## config.mk

```make
export PLATFORM = sky130hd
export DESIGN_NAME = cpc_channel_protect
export DESIGN_NICKNAME = d
export VERILOG_FILES = /design/src/shared/cpc_pkg.sv /design/src/verilog/cpc_channel_protect.sv
export VERILOG_INCLUDE_DIRS = /design/src /design/src/shared
export SDC_FILE = /design/constraint.sdc
export NUM_CORES = 1
export LEC_CHECK = 0
export ABC_AREA = 1
export BUFFER_PORTS_ARGS = -buffer_cell sky130_fd_sc_hd__buf_2
export CAP_MARGIN = 20
export CELL_PAD_IN_SITES_DETAIL_PLACEMENT = 0
export CELL_PAD_IN_SITES_GLOBAL_PLACEMENT = 1
export CORE_MARGIN = 4
export CORE_UTILIZATION = 40
export CTS_CLUSTER_SIZE = 12
export DETAILED_ROUTE_END_ITERATION = 10
export MAX_ROUTING_LAYER = met4
export PLACE_DENSITY_LB_ADDON = 0.1
export SYNTH_ARGS = -nofsm -noshare
export SYNTH_HDL_FRONTEND = slang
export SYNTH_SLANG_ARGS = --single-unit
```

## constraint.sdc

```tcl
create_clock -name clk_sys_in -period 1.7 [get_ports clk_sys_in]
set_input_delay 0.17 -clock clk_sys_in [delete_from_list [all_inputs] [get_ports clk_sys_in]]
set_output_delay 0.17 -clock clk_sys_in [all_outputs]
set_load 0.02 [all_outputs]
```

## src/shared/cpc_consts.svh

```systemverilog
`ifndef CPC_CONSTS_SVH
`define CPC_CONSTS_SVH
`define CPC_NUM_CH        10
`define CPC_CLK_MHZ       25
`define CPC_SHORT_DLY_US  21
`define CPC_LONG_DLY_US   40
`define CPC_REARM_DLY_US  24
`define CPC_SHORT_CYC     (`CPC_SHORT_DLY_US * `CPC_CLK_MHZ)
`define CPC_LONG_CYC      (`CPC_LONG_DLY_US * `CPC_CLK_MHZ)
`define CPC_REARM_CYC     (`CPC_REARM_DLY_US * `CPC_CLK_MHZ)
`define CPC_TMR_W         11
`define CPC_DIAG_OCT      2'b10
`define CPC_DIAG_NONE     2'b00
`endif

```

## src/shared/cpc_pkg.sv

```systemverilog
package cpc_pkg;
   typedef enum logic [1:0] {
      CPC_RC_IDLE   = 2'b00,
      CPC_RC_ACTIVE = 2'b01,
      CPC_RC_TRIP   = 2'b10,
      CPC_RC_REARM  = 2'b11
   } cpc_rc_state_t;

   typedef struct packed {
      logic high_over;
      logic low_over;
      logic overtemp;
      logic rev_det;
      logic rev_over;
   } cpc_sense_t;
endpackage

```

## src/verilog/cpc_channel_protect.sv

```systemverilog
`timescale 1ns/1ps
`include "cpc_consts.svh"
// How it works
// - Ten control inputs, each gating only its own channel stage.
// - Low control input switches the matching channel off.
// - Fault arriving during diagnosis write is held, stored after write.
// - Overcurrent or overtemperature latches channel off until diagnosis cleared.
// - Reverse comparator inactive unless enable bit set.
// - Enabled comparator turns channel on when reverse current seen.
// - Channel kept on while reverse current below switch-off threshold.
// - Above threshold the comparator releases channel to other protection.
// - After trip comparator stays off until reverse current is zero.
// - After reverse current returns to zero, wait re-arm delay.
// - Above high threshold, switch off after short overload delay.
// - Above low threshold, switch off after long overload delay.
// - Fault reported in two-bit diagnosis field as code 10.
// - Re-arm delay is 24 microseconds.
module cpc_channel_protect (
   input  wire logic                          clk_sys_in,
   input  wire logic                          rst_in,
   input  wire logic [`CPC_NUM_CH-1:0]        direct_control_input_in,
   input  wire cpc_pkg::cpc_sense_t [`CPC_NUM_CH-1:0] sense_in,
   input  wire logic                          reverse_protect_enable_in,
   input  wire logic                          diag_write_busy_in,
   input  wire logic [`CPC_NUM_CH-1:0]        diag_clear_in,
   output logic [`CPC_NUM_CH-1:0]             output_channel_out,
   output logic [2*`CPC_NUM_CH-1:0]           diag_out,
   output logic [`CPC_NUM_CH-1:0]             overcurrent_overtemp_fault_out,
   output logic [`CPC_NUM_CH-1:0]             comparator_active_out
);
   localparam int N = `CPC_NUM_CH;
   localparam logic [`CPC_TMR_W-1:0] SHORT_CYC = `CPC_TMR_W'(`CPC_SHORT_CYC);
   localparam logic [`CPC_TMR_W-1:0] LONG_CYC  = `CPC_TMR_W'(`CPC_LONG_CYC);
   localparam logic [`CPC_TMR_W-1:0] REARM_CYC = `CPC_TMR_W'(`CPC_REARM_CYC);

   // Three-stage synchroniser
   logic [N-1:0]              s1_q, s2_q, s3_q, in_q;
   logic [N-1:0]              s1_d, s2_d, s3_d, in_d;
   // Fault latch, deferred event and diagnosis field
   logic [N-1:0]              fault_q, fault_d;
   logic [N-1:0]              pend_q, pend_d;
   logic [2*N-1:0]            diag_q, diag_d;
   // Output stage drive
   logic [N-1:0]              out_q, out_d;
   // Overload delay counters
   logic [`CPC_TMR_W-1:0]     hi_q [N];
   logic [`CPC_TMR_W-1:0]     hi_d [N];
   logic [`CPC_TMR_W-1:0]     lo_q [N];
   logic [`CPC_TMR_W-1:0]     lo_d [N];
   logic [N-1:0]              evt;
   // Reverse-current comparator
   cpc_pkg::cpc_rc_state_t    rc_q [N];
   cpc_pkg::cpc_rc_state_t    rc_d [N];
   logic [`CPC_TMR_W-1:0]     rc_t_q [N];
   logic [`CPC_TMR_W-1:0]     rc_t_d [N];
   logic [N-1:0]              cmp_q, cmp_d;
   logic [N-1:0]              rc_on;

   function automatic logic [`CPC_TMR_W-1:0] tick(
      input logic [`CPC_TMR_W-1:0] v,
      input logic                  run
   );
      // Saturating count, cleared whenever the condition drops
      if (!run) begin
         tick = '0;
      end else if (v == '1) begin
         tick = v;
      end else begin
         tick = v + `CPC_TMR_W'(1);
      end
   endfunction

   function automatic logic expired(
      input logic [`CPC_TMR_W-1:0] v,
      input logic [`CPC_TMR_W-1:0] lim
   );
      expired = (v >= lim - `CPC_TMR_W'(1));
   endfunction

   function automatic logic [N-1:0] settle(
      input logic [N-1:0] late_a,
      input logic [N-1:0] late_b,
      input logic [N-1:0] held
   );
      // Per channel, so one restless pin never stalls another
      settle = (~(late_a ^ late_b) & late_b) | ((late_a ^ late_b) & held);
   endfunction

   // Pin synchroniser and agreement filter
   always_comb begin
      s1_d = direct_control_input_in;
      s2_d = s1_q;
      s3_d = s2_q;
      in_d = settle(s2_q, s3_q, in_q);
   end

   always_ff @(posedge clk_sys_in) begin
      if (rst_in) begin
         s1_q <= '0;
         s2_q <= '0;
         s3_q <= '0;
         in_q <= '0;
      end else begin
         s1_q <= s1_d;
         s2_q <= s2_d;
         s3_q <= s3_d;
         in_q <= in_d;
      end
   end

   // Overload timers only run while the stage conducts
   always_comb begin
      evt = '0;
      for (int i = 0; i < N; i++) begin
         hi_d[i] = tick(hi_q[i], sense_in[i].high_over & out_q[i]);
         lo_d[i] = tick(lo_q[i], sense_in[i].low_over & out_q[i]);
         evt[i]  = sense_in[i].overtemp
                 | (expired(hi_q[i], SHORT_CYC) & sense_in[i].high_over)
                 | (expired(lo_q[i], LONG_CYC) & sense_in[i].low_over);
      end
   end

   always_ff @(posedge clk_sys_in) begin
      if (rst_in) begin
         for (int i = 0; i < N; i++) begin
            hi_q[i] <= '0;
            lo_q[i] <= '0;
         end
      end else begin
         for (int i = 0; i < N; i++) begin
            hi_q[i] <= hi_d[i];
            lo_q[i] <= lo_d[i];
         end
      end
   end

   // Reverse-current comparator sequencing
   always_comb begin
      cmp_d = '0;
      rc_on = '0;
      for (int i = 0; i < N; i++) begin
         rc_d[i]   = rc_q[i];
         rc_t_d[i] = rc_t_q[i];
         unique case (rc_q[i])
            cpc_pkg::CPC_RC_IDLE: begin
               if (reverse_protect_enable_in && sense_in[i].rev_det) begin
                  rc_d[i] = cpc_pkg::CPC_RC_ACTIVE;
               end
            end
            cpc_pkg::CPC_RC_ACTIVE: begin
               if (!reverse_protect_enable_in) begin
                  rc_d[i] = cpc_pkg::CPC_RC_IDLE;
               end else if (sense_in[i].rev_over) begin
                  rc_d[i] = cpc_pkg::CPC_RC_TRIP;
               end else if (!sense_in[i].rev_det) begin
                  rc_d[i] = cpc_pkg::CPC_RC_IDLE;
               end
            end
            cpc_pkg::CPC_RC_TRIP: begin
               rc_t_d[i] = '0;
               if (!sense_in[i].rev_det) begin
                  rc_d[i] = cpc_pkg::CPC_RC_REARM;
               end
            end
            cpc_pkg::CPC_RC_REARM: begin
               rc_t_d[i] = tick(rc_t_q[i], 1'b1);
               if (sense_in[i].rev_det) begin
                  rc_d[i] = cpc_pkg::CPC_RC_TRIP;
               end else if (expired(rc_t_q[i], REARM_CYC)) begin
                  rc_d[i] = cpc_pkg::CPC_RC_IDLE;
               end
            end
         endcase
         cmp_d[i] = (rc_d[i] == cpc_pkg::CPC_RC_ACTIVE);
         rc_on[i] = (rc_q[i] == cpc_pkg::CPC_RC_ACTIVE);
      end
   end

   always_ff @(posedge clk_sys_in) begin
      if (rst_in) begin
         cmp_q <= '0;
         for (int i = 0; i < N; i++) begin
            rc_q[i]   <= cpc_pkg::CPC_RC_IDLE;
            rc_t_q[i] <= '0;
         end
      end else begin
         cmp_q <= cmp_d;
         for (int i = 0; i < N; i++) begin
            rc_q[i]   <= rc_d[i];
            rc_t_q[i] <= rc_t_d[i];
         end
      end
   end

   // Fault latch; a new event beats a clear in the same cycle
   always_comb begin
      fault_d = fault_q;
      pend_d  = pend_q;
      diag_d  = diag_q;
      for (int i = 0; i < N; i++) begin
         if (diag_clear_in[i] && !diag_write_busy_in) begin
            diag_d[2*i +: 2] = `CPC_DIAG_NONE;
            fault_d[i]       = 1'b0;
         end
         if (evt[i] || pend_q[i]) begin
            fault_d[i] = 1'b1;
            if (diag_write_busy_in) begin
               pend_d[i] = 1'b1;
            end else begin
               diag_d[2*i +: 2] = `CPC_DIAG_OCT;
               pend_d[i]        = 1'b0;
            end
         end
      end
   end

   always_ff @(posedge clk_sys_in) begin
      if (rst_in) begin
         fault_q <= '0;
         pend_q  <= '0;
         diag_q  <= '0;
      end else begin
         fault_q <= fault_d;
         pend_q  <= pend_d;
         diag_q  <= diag_d;
      end
   end

   // Stage drive: pin request unless latched off, clamp overrides
   always_comb begin
      out_d = '0;
      for (int i = 0; i < N; i++) begin
         out_d[i] = (in_q[i] & ~fault_q[i] & ~evt[i]) | rc_on[i];
      end
   end

   always_ff @(posedge clk_sys_in) begin
      if (rst_in) begin
         out_q <= '0;
      end else begin
         out_q <= out_d;
      end
   end

   assign output_channel_out             = out_q;
   assign diag_out                       = diag_q;
   assign overcurrent_overtemp_fault_out = fault_q;
   assign comparator_active_out          = cmp_q;
endmodule // cpc_channel_protect

```

==> impl_metrics.toml, run 1 <==
[sta]
slew_viol_final = 0
setup_viol = 0
fin_worst_skew_ns = 0.0132
period_needed_ns = 1.60
max-slew-margin-rel = 0.694
grt_setup_unrepaired = "yes"
hold_violations = 0
worst_slew_pin_slew_ns = 0.455
fin_crit_sh = 0.939
timing.fmax_mhz = 626

[layout]
final_util = 0.498
fillers = 5332
area_growth_pct = 22.5
nets = 3476
drive_gt1_frac = 0.154
final_area_um2 = 26400

[floorplan]
start_util = 0.407
io_pins = 124
die_y_um = 240
die_area_um2 = 57600
rows = 84
coreArea_um2 = 53000
die_w_um = 240

[grt]
groute.usage.overall = 0.187
grt_pass1_vias = 18600
antenna_found_initial = 1
grt_max_degree = 46
grt_overflow = 0
grt_pass1_wl_um = 88700

[placed_design]
hpwl_um = 39400
port_buffers = 123
finalWeightedCongestion = 0.870
place_area_um2 = 23500

[clocking]
clk_path_buf_depth = 3
cts_buffers = 53
cts_sinks = 450
tritoncts = "yes"
cts_root_buf = "clkbuf_16"
htree_num_levels = 2
clk_pin_slew_ns = 0.06
clk_latency_ns = 0.59

[route]
wl_met2_um = 23700
drt_iter0_markers = 1008
dr_wl_met3_um = 2040
vias_per_cell = 4.88
drt-pass1-iter-count = 5
wire_per_inst_um = 13.2
wirelength_um = 54000
ant_nets = 0
vias = 19900
wl_met1_um = 27000
top_layer_used = "met4"
drc_errors = 0

[setup_path]
r2r_slack_ns = 0.10
reg2reg_depth = 10
cp_max_fo = 13
path_buf_inv = 1
slowest_delay_ns = 0.33
arrival_ns = 2.06
cpMostUsedCell = "nand2_2"
path_cells = "ha_1 > nand2_1 > nor2_2 > nand2_2 > nor2_4 > nand2_2 > nand2_8 > inv_1 > nand3_1 > a21oi_2"
crit_type = "register to register"
endpoint_kind = "register"
cp_slowest_cell = "dfxtp_1"
critPathTopFamily = "simple AND/OR/NAND/NOR gates"
startpoint_type = "register"
reg2reg_to = "rc_t_q[7][9]"
required_ns = 2.16
r2r-start = "rc_t_q[7][0]"

[flow_run]
maxCapViolCount = 0

[synthesis]
ys_seq_area_frac = 0.418
synth.top_cell.area_share = 0.418
netlist-cell-type-count = 53
yosys.area.top_type = "dfxtp_1"
ys.flop_type = "dfxtp_1"
synth-seq-cells = 450
syn_nets = 3151
synthArstFlopShare = 0
synth_area_um2 = 21500
synth-edff-count = 0
yosys_warnings = 0
syn_inst = 3037
yosys-top-cells-area = "dfxtp_1 42%, nand2_1 10%, inv_1 8.5%, a21oi_1 6.3%, nor2_1 5.4%"
avgSynthCellArea_um2 = 7.09
ys_top_cells_by_count = "598 x nand2_1, 485 x inv_1, 450 x dfxtp_1, 307 x nor2_1, 271 x a21oi_1"
yosysMostFrequentCell = "nand2_1"

[status]
run_status = "finished, final reports clean"

[min_path]
holdPathEnd = "rc_q[4][0]"
hold_class = "input pin to register"
hp-start = "sense_in[20]"
whs_path_depth = 6

[pwr]
p_int_mw = 17.9
vdd_drop_max_v = 0.000803
switchingPower_mw = 5.57
swShare = 0.237
leakage_nw = 11.5
power_density_nw_per_um2 = 891
pwr-share-clk = 0.470
power_mw = 23.5
pwr-share-comb = 0.064
p_seq_frac = 0.466
==> worst max path at each step <==
stage / to / cells after the start / slack [ns] / from
CTS: lo_q[0][4] / 8 / 0.02 / lo_q[0][0]
global placement: rc_t_q[9][5] / 11 / 0.04 / rc_t_q[9][1]
floorplan: rc_t_q[6][5] / 12 / 0.16 / rc_t_q[6][0]
finish: rc_t_q[7][9] / 10 / 0.10 / rc_t_q[7][0]
global route: lo_q[5][3] / 10 / -0.04 / lo_q[5][1]
detailed placement: lo_q[0][4] / 8 / 0.02 / lo_q[0][0]
==> cells by family after synthesis <==
| family | Yosys count | share of synthesized area |
|---|---|---|
| buffers and inverters | 534 | 0.0953 |
| AOI/OAI and AO/OA | 534 | 0.133 |
| adders and majority gates | 40 | 0.0232 |
| xor gates and xnor gates | 91 | 0.0370 |
| and+or+nand+nor | 1388 | 0.293 |
| DFF | 450 | 0.418 |
==> what timing repair did <==
item                                    CTS  global route
setup buffers                             0            33
endpoints found under the setup margin    0           132
resized for setup                         0           115
hold buffers                             67             0
hold endpoints to repair                124             0
==> metal layers <==
| layer | vias up | global-route usage |
|---|---|---|
| met5 | - | - |
| met4 | 0 | 0.0533 |
| met3 | 73 | 0.0303 |
| met2 | 290 | 0.288 |
| met1 | 9081 | 0.255 |
| li1 | 10500 | - |
==> state kept, by name, summed over array words and instances (netlist names), 20 cells and up, named ones only <==
signal and cells:
diag_out 20, hi_q 110, rc_t_q 110, rc_q 20, lo_q 110
==> metrics by stage <==
stage | cells | TNS [ns] | hold WS, ns | worst slack, ns
after floorplan | 3037 | 0 | 0.277 | 0.156
after global routing | 4085 | -0.135 | 0.0484 | -0.0362
final | 4085 | 0 | 0.0647 | 0.103
after global placement | 3894 | 0 | 0.378 | 0.0381
after CTS | 4050 | 0 | 0.00309 | 0.0217
after detailed placement | 3894 | 0 | 0.384 | 0.0194
==> worst register-to-register path, stage by stage (launching register included) <==
cell and delay, ns:
dfxtp_1 0.33, ha_1 0.17, nand2_1 0.10, nor2_2 0.17, nand2_2 0.10, nor2_4 0.10, nand2_2 0.11, nand2_8 0.13
inv_1 0.11, nand3_1 0.12, a21oi_2 0.06
==> power groups by stage <==
stage / clock (mW) / sequential [mW] / combinational [mW]
floorplan: 0 / 11.2 / 0.689
global placement: 0 / 11.2 / 1.36
detailed placement: 0 / 11.2 / 1.37
CTS: 11.5 / 10.9 / 1.50
global route: 11.9 / 11.0 / 1.68
finish: 11.0 / 11.0 / 1.52
==> final cells by class <==
class                      instances  area [um^2]  area share
antenna                            1         2.50   0.0000949
clock buffer                      74         1530      0.0578
clock inverter                    15          159     0.00602
inverter                         503         1900      0.0722
multi-input combinational       2054        10700       0.407
sequential                       450         9040       0.343
tap                              688          861      0.0326
timing repair buffer             300         2150      0.0816
==> cell usage in the layout (no fill, tap or decap), drive strengths merged, types with 20 or more instances in the layout <==
| master | count |
|---|---|
| nand2 | 618 |
| inv | 503 |
| dfxtp | 450 |
| nor2 | 326 |
| a21oi | 276 |
| buf | 232 |
| nand3 | 222 |
| o21ai | 176 |
| nand4 | 79 |
| nor3 | 78 |
| clkbuf | 75 |
| dlygate4sd3 | 67 |
| xor2 | 55 |
| ha | 40 |
| a31oi | 37 |
| xnor2 | 36 |
| or2 | 30 |
| a211oi | 20 |
No activity file was read; power rests on OpenSTA's default activity.
==> run 2, diff against run 1 <==
--- a/config.mk
+++ b/config.mk
@@ -12,7 +12,7 @@
 export CELL_PAD_IN_SITES_DETAIL_PLACEMENT = 0
 export CELL_PAD_IN_SITES_GLOBAL_PLACEMENT = 1
 export CORE_MARGIN = 4
-export CORE_UTILIZATION = 40
+export CORE_UTILIZATION = 45
 export CTS_CLUSTER_SIZE = 12
 export DETAILED_ROUTE_END_ITERATION = 10
 export MAX_ROUTING_LAYER = met4
==> impl_metrics.toml, run 2 (same netlist as run 1, synthesis figures left out) <==
[clocking]
htree_num_levels = 2
clk_path_buf_depth = 3
tritoncts = "yes"
cts_buffers = 51
cts_sinks = 450
clk_latency_ns = 0.58
clk_pin_slew_ns = 0.06
cts_root_buf = "clkbuf_16"

[route]
drt-pass1-iter-count = 5
wire_per_inst_um = 13.2
ant_nets = 0
top_layer_used = "met4"
drc_errors = 0
dr_wl_met3_um = 2670
drt_iter0_markers = 1000
wirelength_um = 52300
vias = 20000
wl_met1_um = 25300
wl_met2_um = 23400
vias_per_cell = 5.02

[floorplan]
die_y_um = 227
io_pins = 124
rows = 79
coreArea_um2 = 47000
die_area_um2 = 51400
start_util = 0.459
die_w_um = 227

[setup_path]
critPathTopFamily = "simple AND/OR/NAND/NOR gates"
cp_slowest_cell = "dfxtp_2"
arrival_ns = 2.12
crit_type = "register to register"
endpoint_kind = "register"
startpoint_type = "register"
path_buf_inv = 1
path_cells = "ha_2 > nand3_2 > nor3_2 > nand3_2 > nand3_2 > inv_1 > o21ai_0 > nor2_1"
cp_max_fo = 8
cpMostUsedCell = "nand3_2"
slowest_delay_ns = 0.35
required_ns = 2.17

[grt]
grt_pass1_vias = 18100
grt_overflow = 0
grt_max_degree = 45
grt_pass1_wl_um = 85400
groute.usage.overall = 0.202
antenna_found_initial = 1

[min_path]
hold_class = "input pin to register"

[layout]
final_cell_mix = "588 x nand2_1, 477 x inv_1, 428 x dfxtp_1"
nets = 3442
final_cells = 3976
fillers = 4474
final_util = 0.554
drive_gt1_frac = 0.146
final_common_cell = "nand2_1"
area_growth_pct = 20.8
top_regs = "hi_q (110), lo_q (110), rc_t_q (110)"
final_area_um2 = 26000

[sta]
tns_ns = 0
worst_slew_pin_slew_ns = 0.507
fin_worst_skew_ns = 0.0138
fin_crit_sh = 0.970
hold_violations = 0
setup_viol = 0
grt_setup_unrepaired = "yes"
period_needed_ns = 1.65
slew_viol_final = 0
max-slew-margin-rel = 0.662
timing.fmax_mhz = 606

[placed_design]
place_area_um2 = 23200
finalWeightedCongestion = 0.915
dp.cells = 3796
port_buffers = 123
hpwl_um = 38200

[pwr]
power_density_nw_per_um2 = 895
power_mw = 23.3
leakage_nw = 11.3
vdd_drop_max_v = 0.000781

[status]
run_status = "finished, final reports clean"

[flow_run]
maxCapViolCount = 0
## run 2: cell types whose count changed in the layout (fill, tap and decap cells not counted), moves of 3 or more
| cell | change |
|---|---|
| nand2_1 | +5 |
| nor3_2 | -6 |
| inv_2 | +3 |
| o21ai_1 | -4 |
| nand3_4 | -3 |
| clkinv_2 | +7 |
| o21ai_0 | +3 |
| nand2_2 | -8 |
| nand3_1 | -3 |
| nand3_2 | +6 |
| nor3_1 | +5 |
| buf_4 | -30 |
## run 2: layout make-up
class / instances / area (um^2) / area share
Multi-Input combinational cell: 2054 / 10700 / 0.412
Clock buffer: 75 / 1530 / 0.0588
Tap cell: 607 / 759 / 0.0292
Clock inverter: 18 / 140 / 0.00539
Timing Repair Buffer: 268 / 1920 / 0.0739
Sequential cell: 450 / 9040 / 0.348
Antenna cell: 1 / 2.50 / 0.0000962
Inverter: 503 / 1900 / 0.0731
## run 2: per-stage QoR
step	setup WS, ns	hold WS [ns]
2_1_floorplan	0.156	0.277
3_3_place_gp	0.0959	0.399
3_5_place_dp	0.0453	0.413
4_1_cts	0.0230	0.0130
5_1_grt	-0.0500	0.0646
6_report	0.0504	0.0544
## run 2: routing by layer
layer  global-route usage  vias up
met2                0.319      388
met3               0.0382       78
met5                    -        -
li1                     -    10500
met4               0.0440        0
met1                0.273     9039
## run 2: report_power, final
part,switching [mW],internal (mW),total (mW),leakage [nW]
clock network,4.35,6.50,10.8,0.842
registers,0.191,10.8,11.0,3.65
logic,0.930,0.541,1.47,6.82
## run 2: worst paths after layout
| check | depth (start not counted) | from | endpoint | slack [ns] |
|---|---|---|---|---|
| hold reg to reg | 2 | s1_q[0] | s2_q[0] | 0.42 |
| setup reg to reg | 8 | lo_q[4][0] | lo_q[4][4] | 0.05 |
| setup / recovery | 8 | lo_q[4][0] | lo_q[4][4] | 0.05 |
| hold / removal | 4 | sense_in[38] | lo_q[7][3] | 0.05 |
## run 2: worst reg2reg max path, delay by kind of cell (launching register included)
family                   cells  cell delay (ns)
adder cells (fa/ha/maj)      1             0.22
buffers and inverters        1             0.05
flip-flops                   1             0.35
AO/OA/AOI/OAI                1             0.15
AND/OR/NAND/NOR              5             0.78
## run 2: repair_timing
| action | 4_1_cts | 5_1_grt |
|---|---|---|
| resized for setup | 0 | 106 |
| buffers inserted | 0 | 19 |
| endpoints found under the setup margin | 0 | 134 |
| hold endpoints to repair | 106 | 0 |
| hold buffers | 66 | 0 |
